## src/scpm_pkg.sv

```systemverilog
// Purpose: constants and types for the system clock / power mode block
// Assumes: apb slave, 32-bit data, one word per register
// Notes: oscillators modelled as enable/stable handshakes
package scpm_pkg;
    // register byte addresses
    localparam logic [11:0] SYS_CLK_CTRL_ADDR = 12'h000;
    localparam logic [11:0] FAST_OSC_CTRL_ADDR = 12'h004;
    localparam logic [11:0] PWR_STATUS_ADDR = 12'h008;
    localparam logic [11:0] WDT_CTRL_ADDR = 12'h00C;
    // system clock control fields
    localparam int CKS_LSB = 5;
    localparam int FAST_KEEP_BIT = 1;
    localparam int SLOW_KEEP_BIT = 0;
    localparam logic [7:0] SCC_RESET = 8'h20;
    localparam logic [7:0] SCC_WMASK = 8'hE3;
    // fast oscillator control fields
    localparam int FSEL_LSB = 2;
    localparam int FSTABLE_BIT = 1;
    localparam int FEN_BIT = 0;
    localparam logic [3:0] FOSC_RESET = 4'h1;
    localparam logic [2:0] CKS_SLOW = 3'b111;
    // switching delay: four current periods plus sync slack
    localparam int SWITCH_BASE_PERIODS = 4;
    localparam int SWITCH_SYNC_STAGES = 2;
    localparam int CNT_W = 8;
    // power mode encoding
    typedef enum logic [2:0] {
        PM_RUN = 3'b000,
        PM_SLEEP = 3'b001,
        PM_IDLE_SLOW = 3'b011,
        PM_IDLE_BOTH = 3'b010,
        PM_IDLE_FAST = 3'b110
    } scpm_mode_t;
    // clock switch sequencer
    typedef enum logic [1:0] {
        SW_IDLE = 2'b00,
        SW_WAIT_SRC = 2'b01,
        SW_COUNT = 2'b11
    } scpm_sw_t;
    typedef struct packed {
        logic fast_run;
        logic slow_run;
        logic cpu_clk_en;
        logic wdt_osc_run;
    } scpm_clk_gate_t;
endpackage

```

## src/scpm_ctrl.sv

```systemverilog
// Purpose: system clock select, fast oscillator control, halt power modes
// Assumes: fast/slow clocks already gated into pclk-rate tick strobes
// Notes: wake_up restores run mode; writable register fields are never touched by halt
// Behaviour
// - select 000-110 gives fast clock divided 1..64, 111 gives slow clock
// - fast keepalive bit 1 keeps fast oscillator running during halt
// - slow keepalive bit 0 keeps slow oscillator running during halt
// - clock switch completes after four current periods plus sync slack
// - fast frequency field 00/11 12MHz, 01 16MHz, 10 20MHz
// - delivered fast frequency changes only once stable flag is set
// - writing enable 1 while enable is 0, or with a new frequency, clears stable flag, then sets it when settled
// - fast oscillator enable bit 0 turns oscillator on, or off only while slow clock is selected
// - halt with both keepalives 0 enters sleep, system clock stops
// - halt with fast 0 slow 1 enters idle with slow clock only
// - halt with both keepalives 1 enters idle with both clocks
// - halt with fast 1 slow 0 enters idle with fast clock only
// - entering any halt mode sets power-down, clears timeout flag
// - entering any halt mode clears watchdog counter
// - halt modes keep memory, registers and port states unchanged
// - fast-to-slow switch waits for slow oscillator stable
// - slow-to-fast restart completion is shown by the stable flag
// - unimplemented register bits read 0 and ignore writes
// - in sleep the watchdog oscillator runs if watchdog enabled
`timescale 1ns/1ps
module scpm_ctrl
    import scpm_pkg::*;
#(
    parameter int ADDR_W = 12
) (
    // apb
    input wire logic pclk,
    input wire logic presetn,
    input wire logic psel,
    input wire logic penable,
    input wire logic pwrite,
    input wire logic [ADDR_W-1:0] paddr,
    input wire logic [31:0] pwdata,
    output logic [31:0] prdata,
    output logic pready,
    output logic pslverr,
    // cpu core
    input wire logic halt_req,
    input wire logic wake_up,
    input wire logic wdt_clear_insn,
    input wire logic wdt_timeout,
    // oscillators (asynchronous status)
    input wire logic fast_osc_ready,
    input wire logic slow_osc_ready,
    input wire logic fast_tick,
    input wire logic slow_tick,
    // outputs
    output logic fast_osc_on,
    output logic [1:0] fast_freq_out,
    output logic [2:0] clk_src_sel,
    output logic sys_clk_en,
    output scpm_clk_gate_t gates,
    output logic wdt_cnt_clear,
    output logic [2:0] power_mode
);
    logic [7:0] scc_reg;
    logic [1:0] fsel_reg;
    logic fen_reg;
    logic fstable_reg;
    logic [1:0] fsel_live_reg;
    logic pdf_reg;
    logic to_reg;
    logic wdt_en_reg;
    logic [2:0] cks_live_reg;
    logic [CNT_W-1:0] sw_cnt_reg;
    logic [5:0] div_reg;
    logic sys_en_reg;
    scpm_mode_t mode_reg;
    scpm_sw_t sw_reg;
    logic fr_s1, fr_s2, sr_s1, sr_s2;
    logic wr, rd_hit;
    logic [2:0] cks_req;
    logic fast_stopped_req;

    function automatic logic [5:0] div_mask(input logic [2:0] c);
        div_mask = 6'((7'h01 << c) - 7'h01);
    endfunction

    assign wr = psel && penable && pwrite;
    assign pready = 1'b1;
    assign cks_req = scc_reg[CKS_LSB +: 3];

    // synchronise oscillator ready levels
    always_ff @(posedge pclk or negedge presetn) begin
        if (!presetn) begin
            fr_s1 <= 1'b0;
            fr_s2 <= 1'b0;
            sr_s1 <= 1'b0;
            sr_s2 <= 1'b0;
        end else begin
            fr_s1 <= fast_osc_ready;
            fr_s2 <= fr_s1;
            sr_s1 <= slow_osc_ready;
            sr_s2 <= sr_s1;
        end
    end

    // register writes; registers untouched by halt modes
    always_ff @(posedge pclk or negedge presetn) begin
        if (!presetn) begin
            scc_reg <= SCC_RESET;
            fsel_reg <= FOSC_RESET[FSEL_LSB +: 2];
            fen_reg <= FOSC_RESET[FEN_BIT];
            wdt_en_reg <= 1'b1;
        end else if (wr) begin
            case (paddr[11:0])
                SYS_CLK_CTRL_ADDR: scc_reg <= pwdata[7:0] & SCC_WMASK;
                FAST_OSC_CTRL_ADDR: begin
                    fsel_reg <= pwdata[FSEL_LSB +: 2];
                    fen_reg <= pwdata[FEN_BIT];
                end
                WDT_CTRL_ADDR: wdt_en_reg <= pwdata[0];
                default: ;
            endcase
        end
    end

    // stable flag: cleared on enable or freq change, set when settled
    always_ff @(posedge pclk or negedge presetn) begin
        if (!presetn) begin
            fstable_reg <= 1'b0;
            fsel_live_reg <= FOSC_RESET[FSEL_LSB +: 2];
        end else if (wr && paddr[11:0] == FAST_OSC_CTRL_ADDR
                     && pwdata[FEN_BIT]
                     && (!fen_reg || pwdata[FSEL_LSB +: 2] != fsel_reg)) begin
            fstable_reg <= 1'b0;
        end else if (!fast_osc_on) begin
            fstable_reg <= 1'b0;
        end else if (fr_s2 && !fstable_reg) begin
            fstable_reg <= 1'b1;
            fsel_live_reg <= fsel_reg;
        end
    end

    // fast oscillator runs if enabled, or needed, unless halted without it
    assign fast_stopped_req = (mode_reg == PM_SLEEP)
        || (mode_reg == PM_IDLE_SLOW);
    // keepalive halts force it on even when enable bit is clear
    assign fast_osc_on = ((fen_reg || cks_live_reg != CKS_SLOW
                          || cks_req != CKS_SLOW) && !fast_stopped_req)
        || mode_reg == PM_IDLE_FAST || mode_reg == PM_IDLE_BOTH;
    assign fast_freq_out = fsel_live_reg;

    // clock switch sequencer
    always_ff @(posedge pclk or negedge presetn) begin
        if (!presetn) begin
            sw_reg <= SW_IDLE;
            cks_live_reg <= SCC_RESET[CKS_LSB +: 3];
            sw_cnt_reg <= '0;
        end else begin
            case (sw_reg)
                SW_IDLE: if (cks_req != cks_live_reg) begin
                    sw_reg <= SW_WAIT_SRC;
                end
                SW_WAIT_SRC: begin
                    // target source must be stable first
                    if ((cks_req == CKS_SLOW && sr_s2)
                        || (cks_req != CKS_SLOW && fstable_reg)) begin
                        sw_reg <= SW_COUNT;
                        sw_cnt_reg <= '0;
                    end
                end
                SW_COUNT: begin
                    if (sys_en_reg) begin
                        sw_cnt_reg <= sw_cnt_reg + 1'b1;
                    end
                    if (sw_cnt_reg == CNT_W'(SWITCH_BASE_PERIODS
                                            + SWITCH_SYNC_STAGES)) begin
                        cks_live_reg <= cks_req;
                        sw_reg <= SW_IDLE;
                    end
                end
                default: sw_reg <= SW_IDLE;
            endcase
        end
    end
    assign clk_src_sel = cks_live_reg;

    // system clock enable from divider of the fast tick, or the slow tick undivided
    always_ff @(posedge pclk or negedge presetn) begin
        if (!presetn) begin
            div_reg <= '0;
            sys_en_reg <= 1'b0;
        end else begin
            sys_en_reg <= 1'b0;
            if (mode_reg != PM_RUN) begin
                div_reg <= '0;
            end else if (cks_live_reg == CKS_SLOW) begin
                sys_en_reg <= slow_tick;
            end else if (fast_tick && fstable_reg) begin
                if ((div_reg & div_mask(cks_live_reg)) ==
                    div_mask(cks_live_reg)) begin
                    div_reg <= '0;
                    sys_en_reg <= 1'b1;
                end else begin
                    div_reg <= div_reg + 6'h01;
                end
            end
        end
    end
    assign sys_clk_en = sys_en_reg;

    // power mode on halt strobe
    always_ff @(posedge pclk or negedge presetn) begin
        if (!presetn) begin
            mode_reg <= PM_RUN;
        end else if (mode_reg == PM_RUN && halt_req) begin
            case (scc_reg[FAST_KEEP_BIT:SLOW_KEEP_BIT])
                2'b00: mode_reg <= PM_SLEEP;
                2'b01: mode_reg <= PM_IDLE_SLOW;
                2'b11: mode_reg <= PM_IDLE_BOTH;
                2'b10: mode_reg <= PM_IDLE_FAST;
                default: mode_reg <= PM_SLEEP;
            endcase
        end else if (mode_reg != PM_RUN && wake_up) begin
            mode_reg <= PM_RUN;
        end
    end
    assign power_mode = mode_reg;

    // status flags; timeout set wins over halt clear
    always_ff @(posedge pclk or negedge presetn) begin
        if (!presetn) begin
            pdf_reg <= 1'b0;
            to_reg <= 1'b0;
        end else begin
            if (mode_reg == PM_RUN && halt_req) begin
                pdf_reg <= 1'b1;
            end else if (wdt_clear_insn) begin
                pdf_reg <= 1'b0;
            end
            if (wdt_timeout) begin
                to_reg <= 1'b1;
            end else if ((mode_reg == PM_RUN && halt_req) || wdt_clear_insn)
            begin
                to_reg <= 1'b0;
            end
        end
    end

    // watchdog counter clear pulse on halt entry
    always_ff @(posedge pclk or negedge presetn) begin
        if (!presetn) begin
            wdt_cnt_clear <= 1'b0;
        end else begin
            wdt_cnt_clear <= (mode_reg == PM_RUN && halt_req)
                || wdt_clear_insn;
        end
    end

    // clock gates per mode
    always_comb begin
        gates.fast_run = fast_osc_on;
        gates.cpu_clk_en = (mode_reg == PM_RUN);
        gates.slow_run = (mode_reg == PM_RUN) || scc_reg[SLOW_KEEP_BIT];
        gates.wdt_osc_run = gates.slow_run || wdt_en_reg;
    end

    // read mux
    always_comb begin
        prdata = 32'h0000_0000;
        rd_hit = 1'b1;
        case (paddr[11:0])
            SYS_CLK_CTRL_ADDR: prdata[7:0] = scc_reg;
            FAST_OSC_CTRL_ADDR: prdata[3:0] = {fsel_reg, fstable_reg,
                                               fen_reg};
            PWR_STATUS_ADDR: prdata[6:0] = {to_reg, pdf_reg, mode_reg,
                                            cks_live_reg != cks_req,
                                            sr_s2};
            WDT_CTRL_ADDR: prdata[0] = wdt_en_reg;
            default: rd_hit = 1'b0;
        endcase
    end
    assign pslverr = psel && penable && !rd_hit;
endmodule

```

## config.mk

```make
export PLATFORM = sky130hd
export DESIGN_NAME = scpm_ctrl
export DESIGN_NICKNAME = d
export VERILOG_FILES = /design/src/scpm_pkg.sv /design/src/scpm_ctrl.sv
export SDC_FILE = /design/constraint.sdc
export NUM_CORES = 1
export LEC_CHECK = 0
export ABC_AREA = 1
export BUFFER_PORTS_ARGS = -buffer_cell sky130_fd_sc_hd__buf_2
export CELL_PAD_IN_SITES_DETAIL_PLACEMENT = 2
export CELL_PAD_IN_SITES_GLOBAL_PLACEMENT = 2
export CORE_UTILIZATION = 24
export DETAILED_ROUTE_END_ITERATION = 16
export PLACE_DENSITY = 0.83
export SYNTH_ARGS = -nofsm -noshare
export SYNTH_HDL_FRONTEND = slang
export SYNTH_SLANG_ARGS = --single-unit
```

## constraint.sdc

```tcl
create_clock -name pclk -period 1.72 [get_ports pclk]
set_clock_uncertainty 0.2 [all_clocks]
set_input_delay 0.086 -clock pclk [delete_from_list [all_inputs] [get_ports pclk]]
set_output_delay 0.086 -clock pclk [all_outputs]
set_load 0.01 [all_outputs]
```

Yosys cells after proc, flatten, opt, wreduce, memory -nomap -nowiden --
Cells that the tools add are included.
Operators by class: $mul 0, magnitude comparators 0, bitwise gates (word level) 2, reduce and logical (&&, ||, !) cells 46, equal/unequal tests 27, add/subtract/negate cells 3, multiplexer cells 30, shifts and indexed selects 1, divide/modulo/power cells 0
Operators with widths (count):
- $eq A12 B4 Y1 const B | 2
- $mux W6 | 4
- $mux W8 | 2
- $pmux W8 S2 | 1
- $logic_and A1 B1 Y1 | 13
- $mux W1 | 13
- $eq A12 B3 Y1 const B | 1
- $logic_not A12 Y1 | 1
- $pmux W3 S4 | 1
- $logic_or A1 B1 Y1 | 10
- $ne A2 B2 Y1 const B | 5
- $reduce_and A2 Y1 | 5
- $reduce_bool A2 Y1 | 5
- $eq A3 B3 Y1 const B | 3
- $pmux W3 S3 | 1
- $reduce_and A3 Y1 | 3
- $add A8 B1 Y8 const B | 1
- $eq A8 B3 Y1 const B | 1
- $add A6 B1 Y6 const B | 1
- $and A6 B6 Y6 | 1
- $eq A2 B2 Y1 const B | 3
- $eq A3 B2 Y1 const B | 2
- $eq A6 B6 Y1 | 1
- $mux W2 | 3
- other kinds (18) | 26
Word-level totals: memories 0, ROM bits 0, word-level logic and storage cells 128, RAM bits 0, latch bits 0, input port bits 57, flip-flop bits (word level) 42

Logic depth before layout (Yosys ltp) --
Gate-level depths: netlist of the first run.
depth in word-level cells 8, mapped depth 10, mapped depth without buffers 9

Least setup slack after synthesis of the first run --
OpenSTA, ideal clock, no wires.
kind reg2reg, start point register cks_live_reg[0] (netlist: clk_src_sel[0]), end point register div_reg[2], data required time 1443 ps, arrival time 1542 ps, buffers on the path 1, path slack -99 ps, stages on the path, launching flop included 9, library setup time 77 ps, cell sequence dfstp_2 buf_6 nand3_1 ha_1 o21ai_0 nor2_2 nand3_2 nand2_1 a21oi_1
Between the ends: word-level cells in the longest chain between the ends 8, elaborated cells on any way between the ends 11, those cells by class add/sub: 1; eq/ne: 3; shift: 1; mux: 4; bitwise: 1; reduce/logical: 1
Ends and longest elaborated chain:
- start, declared | line scpm_ctrl.sv:68 | logic [2:0] cks_live_reg;
- start signal, assigned | line scpm_ctrl.sv:152 | cks_live_reg <= SCC_RESET[CKS_LSB +: 3];
- start signal, assigned | line scpm_ctrl.sv:173 | cks_live_reg <= cks_req;
- $shl A1 B3 Y6 | line scpm_ctrl.sv:80 | div_mask = 6'((7'h01 << c) - 7'h01);
- $sub A6 B1 Y6 | line scpm_ctrl.sv:80
- $and A6 B6 Y6 | line scpm_ctrl.sv:195 | if ((div_reg & div_mask(cks_live_reg)) ==
- $eq A6 B6 Y1 | line scpm_ctrl.sv:195
- $mux W6 | line scpm_ctrl.sv:195
- $mux W6 | line scpm_ctrl.sv:194 | end else if (fast_tick && fstable_reg) begin
- $mux W6 | line scpm_ctrl.sv:192 | end else if (cks_live_reg == CKS_SLOW) begin
- $mux W6 | line scpm_ctrl.sv:190 | if (mode_reg != PM_RUN) begin
- end signal, assigned | line scpm_ctrl.sv:200 | div_reg <= div_reg + 6'h01;
- end, declared | line scpm_ctrl.sv:70 | logic [5:0] div_reg;
Several ways; a longest one is shown, not always the timed one. The select of a mux whose other input is x is not followed. A chain may end at the register's enable or synchronous reset.

Worst setup path in the final report of the first run --
start point register cks_live_reg[0] (netlist: clk_src_sel[0]), end point output prdata[1]
Between the ends: word-level cells in the longest chain between the ends 2
Ends and longest elaborated chain:
- $ne A3 B3 Y1 | line scpm_ctrl.sv:272 | cks_live_reg != cks_req,
- $pmux W3 S3 | line scpm_ctrl.sv:267 | case (paddr[11:0])
- end, declared | line scpm_ctrl.sv:38 | output logic [31:0] prdata,
No other way between the ends.

==> qor.csv, run 1 <==
stage,metric,value,unit
sta,Hold Fails Final Rpt,0,
synthesis,Area contributors post-synth,"dfrtp_1, nand2_1, buf_4",
sta,Max Freq,514,MHz
power_and_ir_drop,leak pwr,1.78,nW
global_route,Total GRT Usage,15.3,%
clock_tree,Worst-path clk slew,0.09,ns
clock_tree,CTS root buf,clkbuf_8,
synthesis,async set or reset register ratio after synthesis,100,%
sta,setup ws final,-0.227,ns
power_and_ir_drop,Pwr Density,948,mW/mm^2
final_layout,most frequent cells in the layout,"nand2_1, buf_2, inv_1",
clock_tree,Skew-Pair Late Insertion Delay,0.30,ns
floorplanning,Std-Cell Rows,37,
setup_path,"CP delay by family, top",flip-flops,
setup_path,startpoint type of the worst setup path,flip-flop,
synthesis,"Top FF cell, synth",dfrtp_1,
global_route,vias in the first global route,2708,
power_and_ir_drop,total power,3.30,mW
placement,gpl congestion,0.791,
outcome,status,"finished, violations left",
final_layout,diodes inserted,0,
global_route,grt ovf,0,
sta,crit path time final,1.95,ns
global_route,maximum number of pins on one net before global-route repair,43,
floorplanning,Die W,107,um
synthesis,Seq cells post-synth,42,
floorplanning,Die Height,107,um
floorplanning,num ports,106,
synthesis,mean post-synth cell area,7.85,um^2
setup_path,crit path max-delay cell type,dfstp_2,
min_path,Hold Crit Class,in -> reg,
placement,PortBufs,55,
setup_path,Worst setup EP type,output pin,
setup_path,CP peak stage delay,0.58,ns
placement,dpl ws,-0.0925,ns
clock_tree,TritonCTS buffer count,5,
sta,total negative slack,-1.75,ns
run,max cap viols,0,
sta,RSZ-0062 raised after global routing,true,
sta,Worst Max-Slew Pin Slew,0.580,ns
clock_tree,htree depth,2,
outcome,violated checks,negative setup slack,
setup_path,worst-path cell chain,buf_6 > xnor2_4 > nand3_2 > nand4_1 > o211ai_1 > buf_2,
routing,remaining routing DRC violations,0,
floorplanning,Core Region,0.0105,mm^2
synthesis,Synth Cell Area,0.00262,mm^2
synthesis,Synth Instances,334,
routing,initial DRC count,48,
synthesis,largest area contributor in the synthesized netlist,dfrtp_1,
power_and_ir_drop,maximum vdd drop,0.327,mV
synthesis,Post-synth EDFFs,0,
sta,Max Slew Vio Count,0,
routing,vias,2496,
synthesis,Synth top area share,36.3,%
routing,drt pass-1 iters,4,
sta,Slew Limit Headroom,61.3,%
setup_path,worst-path maximum fanout,3,
sta,final setup fails,13,
setup_path,CP Data Arrival Time,1.66,ns
setup_path,"Data required, critical path",1.43,ns
clock_tree,CTS Sinks,42,
sta,period utilization,113,%
final_layout,Area Growth Syn to Fin,32.9,%
routing,ANT nets after route,0,
global_route,first-pass GRT wire length,13.5,mm
routing,wire per inst,15.2,um
final_layout,post-layout net count,486,
global_route,initial antenna violation count,0,
routing,Routed WL,8.53,mm
final_layout,"commonest non-fill, non-tap cell in the layout",nand2_1,
placement,Detailed Place HPWL,6.23,mm
synthesis,synth warn,0,
setup_path,Buf/Inv on CP,2,
synthesis,synth unique cells,34,
clock_tree,Clock Path Buffers,2,
routing,vias per cell,4.44,
setup_path,kind of critical path,reg -> out,
synthesis,sequential share of the synthesized area,40.3,%
floorplanning,Initial Util,25.1,%
clock_tree,TritonCTS clock tree,built,
floorplanning,total die area,0.0113,mm^2
final_layout,max reg flops,8,
final_layout,layout cells sized above 1,30.5,%
## kinds of logic (layout without fill, tap and decap cells)
family | count (synthesis) | after routing | share of synthesized area (%)
other cells | 2 | 25 | 0.287
fa+ha+maj | 4 | 4 | 1.91
compound gates | 43 | 43 | 9.12
buf+inv | 80 | 149 | 16.6
simple gates | 152 | 152 | 28.1
flops | 42 | 42 | 40.3
xor+xnor | 11 | 11 | 3.68
## power breakdown
part / internal, mW / switching (mW)
sequential: 1.11 / 0.106
clock: 0.286 / 0.387
combinational: 0.557 / 0.859
## cell usage after synthesis, types with 3 or more instances
master	number
nand2_1	72
o22ai_1	5
nand3_1	24
buf_4	26
dfstp_2	4
dfrtp_1	38
nand2_2	4
o21ai_0	20
nor2_4	3
nand4_1	10
nor2_1	22
a21oi_1	9
inv_1	47
o21ai_1	3
nor3_1	6
buf_6	5
ha_1	4
xor2_1	8
xnor2_1	3
## metrics by stage
step           utilization (%)  cells  hold WS, ns  area [um^2]
2_1_floorplan                -    357       -0.410         2740
6_report                  33.3    562       0.0423         3480
3_3_place_gp              28.9    529     -0.00347         3030
4_1_cts                   32.0    555       0.0320         3350
3_5_place_dp              28.9    529     -0.00263         3030
5_1_grt                   33.3    562        0.120         3480
## worst reg2reg max path: stages, from the launching register on
cell and delay, ns:
dfstp_2 0.58, buf_6 0.14, nor2_4 0.04, nand2_2 0.08, ha_4 0.15, o21bai_1 0.12
nand3b_1 0.17, buf_4 0.17, nand4_1 0.10, a21oi_2 0.06
## final cells by class
class                   instances  area (um^2)
well taps                     136          170
clock inverters                 3         21.3
multi-input cells             235         1370
clock buffers                   5         68.8
fillers                      1232         6980
inverters                      49          184
repair buffers                 92          611
flip-flops and latches         42         1060
## path summary, 6_finish.rpt
path | cells past startpoint | startpoint | slack, ns | end
worst max-delay path | 6 | clk_src_sel[0]$_DFFE_PN1P_ | -0.23 | prdata[1]
worst min-delay path | 5 | paddr[3] | 0.04 | wdt_en_reg$_DFFE_PN1P_
worst max register to register | 9 | clk_src_sel[0]$_DFFE_PN1P_ | -0.20 | sys_clk_en$_DFF_PN0_
worst min register to register | 0 | sr_s1$_DFF_PN0_ | 0.16 | sr_s2$_DFF_PN0_
max in group asynchronous | 3 | presetn | 0.70 | clk_src_sel[1]$_DFFE_PN0P_
min in group asynchronous | 3 | presetn | 0.19 | sw_cnt_reg[2]$_DFFE_PN0P_
## per-layer routing
metal | vias up | wire length, um | global-route usage (%)
met4 | 0 | 65 | 3.23
met2 | 40 | 4870 | 30.5
met3 | 5 | 215 | 2.21
met5 | - | 0 | 0
met1 | 1251 | 3380 | 17.0
li1 | 1200 | - | -
## timing repair
| action | in CTS | in global routing |
|---|---|---|
| setup endpoints to repair | 19 | 22 |
| setup buffers | 3 | 7 |
| gates resized for setup | 11 | 18 |
| hold buffers | 15 | 0 |
| endpoints found under the hold margin | 56 | 0 |
| pin swaps | 10 | 14 |
No activity file was read; power rests on OpenSTA's default activity.
==> run 2, diff against run 1 <==
CORE_ASPECT_RATIO = 2   (was not set)
==> qor.csv, run 2 (same netlist as run 1, synthesis figures left out) <==
stage,metric,value,unit,change
clock_tree,CTS root buf,clkbuf_16,,
routing,remaining routing DRC violations,0,,unchanged
sta,Max Freq,516,MHz,+0.39%
setup_path,startpoint type of the worst setup path,flip-flop,,
sta,Worst Max-Slew Pin Slew,0.575,ns,-0.00540 ns
global_route,initial antenna violation count,0,,unchanged
sta,crit path time final,1.94,ns,-0.00754 ns
final_layout,diodes inserted,0,,unchanged
final_layout,most frequent cells in the layout,"nand2_1, buf_2, inv_1",,
placement,Placed Instances,536,,+1.3%
global_route,vias in the first global route,2932,,+8.3%
placement,dpl ws,-0.116,ns,-0.0239 ns
clock_tree,htree depth,2,,unchanged
sta,period utilization,113,%,-0.44 points
floorplanning,Core Region,0.0105,mm^2,+0.78%
final_layout,Area Growth Syn to Fin,41.5,%,
sta,Slew Limit Headroom,61.7,%,+0.36 points
floorplanning,Die W,75.9,um,-29%
floorplanning,Initial Util,24.9,%,-0.19 points
sta,final setup fails,13,,unchanged
routing,drt pass-1 iters,4,,unchanged
routing,Routed WL,10.4,mm,+22%
clock_tree,TritonCTS buffer count,5,,unchanged
final_layout,Final Util,35.2,%,+1.9 points
routing,wire per inst,18.1,um,+20%
clock_tree,TritonCTS clock tree,built,,
power_and_ir_drop,leak pwr,1.90,nW,+6.3%
power_and_ir_drop,total power,3.94,mW,+19%
sta,Max Slew Vio Count,0,,unchanged
placement,placed cell area,0.00307,mm^2,+1.5%
placement,gpl congestion,0.828,,+4.7%
floorplanning,total die area,0.0114,mm^2,+0.22%
sta,RSZ-0062 raised after global routing,true,,
global_route,grt ovf,0,,unchanged
final_layout,Final Non-Filler Cells,572,,+1.8%
global_route,maximum number of pins on one net before global-route repair,43,,unchanged
setup_path,worst-path maximum fanout,4,,+1
final_layout,post-layout net count,495,,+1.9%
final_layout,max reg flops,8,,unchanged
power_and_ir_drop,Pwr Density,1060,mW/mm^2,+12%
final_layout,number of fillers in the final layout,1192,,-3.2%
routing,initial DRC count,80,,+67%
routing,vias,2653,,+6.3%
sta,Hold Fails Final Rpt,0,,unchanged
outcome,violated checks,negative setup slack,,
outcome,status,"finished, violations left",,
clock_tree,Skew-Pair Late Insertion Delay,0.30,ns,about the same
power_and_ir_drop,maximum vdd drop,0.594,mV,+82%
placement,PortBufs,55,,unchanged
run,max cap viols,0,,unchanged
floorplanning,num ports,106,,unchanged
final_layout,post-route cell area,0.00371,mm^2,+6.5%
setup_path,Worst setup EP type,flip-flop,,
clock_tree,Clock Path Buffers,2,,unchanged
placement,Detailed Place HPWL,6.78,mm,+8.7%
sta,total negative slack,-1.72,ns,+0.0281 ns
routing,vias per cell,4.64,,+4.4%
setup_path,"Data required, critical path",1.70,ns,+0.27 ns
sta,setup ws final,-0.220,ns,+0.00754 ns
final_layout,layout cells sized above 1,34.7,%,+4.2 points
setup_path,kind of critical path,reg -> reg,,
sta,final hold slack,0.104,ns,+0.0616 ns
clock_tree,Worst-path clk slew,0.07,ns,-0.02 ns
setup_path,CP Data Arrival Time,1.92,ns,+0.26 ns
global_route,first-pass GRT wire length,14.3,mm,+6.2%
final_layout,"commonest non-fill, non-tap cell in the layout",nand2_1,,
global_route,Total GRT Usage,16.4,%,+1.1 points
min_path,Hold Crit Class,in -> reg,,
floorplanning,Std-Cell Rows,53,,+43%
clock_tree,CTS Sinks,42,,unchanged
floorplanning,Die Height,150,um,+41%
routing,ANT nets after route,0,,unchanged
-- run 2: path summary, 6_finish.rpt --
check | startpoint | to | slack [ns] | cells after the start
max | clk_src_sel[2]$_DFFE_PN0P_ | div_reg[1]$_DFFE_PN0P_ | -0.22 | 9
min | paddr[3] | wdt_en_reg$_DFFE_PN1P_ | 0.10 | 5
max reg2reg | clk_src_sel[2]$_DFFE_PN0P_ | div_reg[1]$_DFFE_PN0P_ | -0.22 | 9
min reg2reg | fr_s1$_DFF_PN0_ | fr_s2$_DFF_PN0_ | 0.15 | 0
max in group asynchronous | presetn | clk_src_sel[1]$_DFFE_PN0P_ | 0.69 | 3
min in group asynchronous | presetn | div_reg[4]$_DFFE_PN0P_ | 0.19 | 3
-- run 2: layer usage --
metal,part of all wire [%],up-vias,track usage [%]
li1,-,1218,-
met1,34,1330,14.6
met2,60,83,34.1
met3,3.1,22,2.68
met4,3.2,0,8.75
met5,0,-,0
-- run 2: what timing repair did --
item | in CTS | in global routing
setup buffers | 7 | 5
resized for setup | 17 | 33
endpoints found under the setup margin | 16 | 25
hold endpoints to repair | 56 | 0
hold buffers | 15 | 0
pin swaps | 9 | 15
gates cloned | 0 | 1
-- run 2: area by class of cell --
cell class / instances / area, um^2 / area share (%)
tap: 137 / 171 / 4.62
clock buffer: 6 / 129 / 3.47
clock inverter: 2 / 37.5 / 1.01
multi-input combinational: 236 / 1430 / 38.5
inverter: 49 / 188 / 5.06
timing repair buffer: 100 / 694 / 18.7
sequential: 42 / 1060 / 28.6
-- run 2: worst max-delay path: stages, from the launching register on --
cell      delay [ns]
dfrtp_1         0.41
buf_4           0.17
inv_2           0.11
nand3_4         0.10
ha_4            0.18
o21bai_1        0.15
nand3b_1        0.13
nand3_2         0.14
nand4_1         0.13
nand2_1         0.09
-- run 2: report_power, final --
part | internal (mW) | leakage [nW] | switching (mW)
clock | 0.687 | 0.0771 | 0.453
combinational | 0.594 | 1.32 | 0.989
sequential | 1.11 | 0.499 | 0.109
==> run 3, diff against run 2 <==
RECOVER_POWER = 50   (was not set)
==> qor.csv, run 3 (same netlist as run 1, synthesis figures left out) <==
stage,metric,value,unit,change
setup_path,kind of critical path,reg -> reg,,
global_route,vias in the first global route,2932,,unchanged
routing,vias,2653,,unchanged
global_route,maximum number of pins on one net before global-route repair,43,,unchanged
routing,vias per cell,4.64,,unchanged
final_layout,max reg flops,8,,unchanged
clock_tree,Skew-Pair Late Insertion Delay,0.30,ns,about the same
global_route,initial antenna violation count,0,,unchanged
power_and_ir_drop,total power,3.93,mW,-0.19%
floorplanning,total die area,0.0114,mm^2,unchanged
global_route,first-pass GRT wire length,14.3,mm,unchanged
sta,period utilization,113,%,unchanged
floorplanning,Die Height,150,um,unchanged
placement,Detailed Place HPWL,6.78,mm,unchanged
global_route,M1 GR Usage,14.6,%,unchanged
routing,drt pass-1 iters,4,,unchanged
placement,placed cell area,0.00307,mm^2,unchanged
global_route,GR Util met2,34.1,%,unchanged
run,max cap viols,0,,unchanged
clock_tree,Worst-path clk slew,0.07,ns,about the same
final_layout,most frequent cells in the layout,"nand2_1, buf_2, inv_1",,
routing,Routed WL,10.4,mm,about the same
placement,gpl congestion,0.828,,unchanged
clock_tree,CTS root buf,clkbuf_16,,
final_layout,layout cells sized above 1,34.0,%,-0.69 points
clock_tree,htree depth,2,,unchanged
clock_tree,TritonCTS clock tree,built,,
final_layout,post-route cell area,0.00370,mm^2,-0.17%
placement,dpl ws,-0.116,ns,unchanged
floorplanning,Std-Cell Rows,53,,unchanged
sta,setup ws final,-0.220,ns,unchanged
sta,Slew Limit Headroom,25.6,%,-36 points
floorplanning,Core Region,0.0105,mm^2,unchanged
global_route,met3 Use GR,2.68,%,unchanged
clock_tree,TritonCTS buffer count,5,,unchanged
sta,final setup fails,13,,unchanged
sta,RSZ-0062 raised after global routing,true,,
outcome,status,"finished, violations left",,
power_and_ir_drop,leak pwr,1.89,nW,-0.44%
routing,initial DRC count,80,,unchanged
power_and_ir_drop,maximum vdd drop,0.595,mV,about the same
setup_path,worst-path maximum fanout,4,,unchanged
sta,crit path time final,1.94,ns,unchanged
routing,remaining routing DRC violations,0,,unchanged
clock_tree,Clock Path Buffers,2,,unchanged
floorplanning,num ports,106,,unchanged
final_layout,"commonest non-fill, non-tap cell in the layout",nand2_1,,
floorplanning,Die W,75.9,um,unchanged
floorplanning,Initial Util,24.9,%,unchanged
routing,wire per inst,18.1,um,about the same
final_layout,Area Growth Syn to Fin,41.3,%,
final_layout,post-layout net count,495,,unchanged
sta,Max Slew Vio Count,0,,unchanged
min_path,Hold Crit Class,in -> reg,,
sta,Max Freq,516,MHz,unchanged
setup_path,startpoint type of the worst setup path,flip-flop,,
sta,Worst Max-Slew Pin Slew,1.12,ns,+0.541 ns
placement,PortBufs,55,,unchanged
power_and_ir_drop,Pwr Density,1060,mW/mm^2,about the same
sta,Hold Fails Final Rpt,0,,unchanged
clock_tree,CTS Sinks,42,,unchanged
global_route,Total GRT Usage,16.4,%,unchanged
setup_path,Worst setup EP type,flip-flop,,
setup_path,"Data required, critical path",1.70,ns,about the same
global_route,grt ovf,0,,unchanged
setup_path,CP Data Arrival Time,1.92,ns,about the same
global_route,Most Crowded Layer GR,met2,,
routing,ANT nets after route,0,,unchanged
outcome,violated checks,negative setup slack,,
final_layout,diodes inserted,0,,unchanged
## run 3: final cells by class
cell class                 instances  area [um^2]
clock inverter                     2         37.5
fill                            1194         6840
inverter                          49          188
multi-input combinational        236         1430
sequential                        42         1060
tap                              137          171
timing repair buffer             100          688
clock buffer                       6          129
## run 3: metrics by stage
| stage | hold slack, ns | setup TNS, ns | cells | util, % |
|---|---|---|---|---|
| floorplan | -0.410 | -0.0350 | 357 | - |
| global placement | -0.00496 | -0.128 | 536 | 29.1 |
| detailed placement | -0.000791 | -0.607 | 536 | 29.1 |
| CTS | 0.0786 | -1.14 | 566 | 33.4 |
| global route | 0.163 | -2.92 | 572 | 35.1 |
| finish | 0.104 | -1.72 | 572 | 35.1 |
## run 3: routing by layer
metal	vias to the layer above	wire [um]	share of wire [%]
li1	1218	-	-
met1	1330	3510	34
met2	83	6200	60
met3	22	324	3.1
met4	0	334	3.2
met5	-	0	0
## run 3: worst paths after layout
| check | to | slack [ns] | depth (start not counted) | startpoint |
|---|---|---|---|---|
| max in group asynchronous | clk_src_sel[1]$_DFFE_PN0P_ | 0.14 | 3 | presetn |
| min in group asynchronous | div_reg[4]$_DFFE_PN0P_ | 0.40 | 3 | presetn |
| min reg2reg | fr_s2$_DFF_PN0_ | 0.15 | 0 | fr_s1$_DFF_PN0_ |
| max | div_reg[1]$_DFFE_PN0P_ | -0.22 | 9 | clk_src_sel[2]$_DFFE_PN0P_ |
| min | wdt_en_reg$_DFFE_PN1P_ | 0.10 | 5 | paddr[3] |
| max reg2reg | div_reg[1]$_DFFE_PN0P_ | -0.22 | 9 | clk_src_sel[2]$_DFFE_PN0P_ |
## run 3: what timing repair did
| item | 4_1_cts | 5_1_grt |
|---|---|---|
| pin swaps | 9 | 15 |
| endpoints found under the setup margin | 16 | 25 |
| endpoints found under the hold margin | 56 | 0 |
| gates resized for setup | 17 | 33 |
| hold buffers | 15 | 0 |
| buffers inserted | 7 | 5 |
| gates cloned | 0 | 1 |
## run 3: worst max-delay path, stage by stage, from the launching register on
cell      delay (ns)
dfrtp_1         0.41
buf_4           0.17
inv_2           0.11
nand3_4         0.10
ha_4            0.18
o21bai_1        0.15
nand3b_1        0.13
nand3_2         0.14
nand4_1         0.13
nand2_1         0.09
## run 3: report_power, final
group / internal, mW / switching [mW]
combinational: 0.586 / 0.988
sequential: 1.11 / 0.109
clock: 0.687 / 0.453
total: 2.38 / 1.55
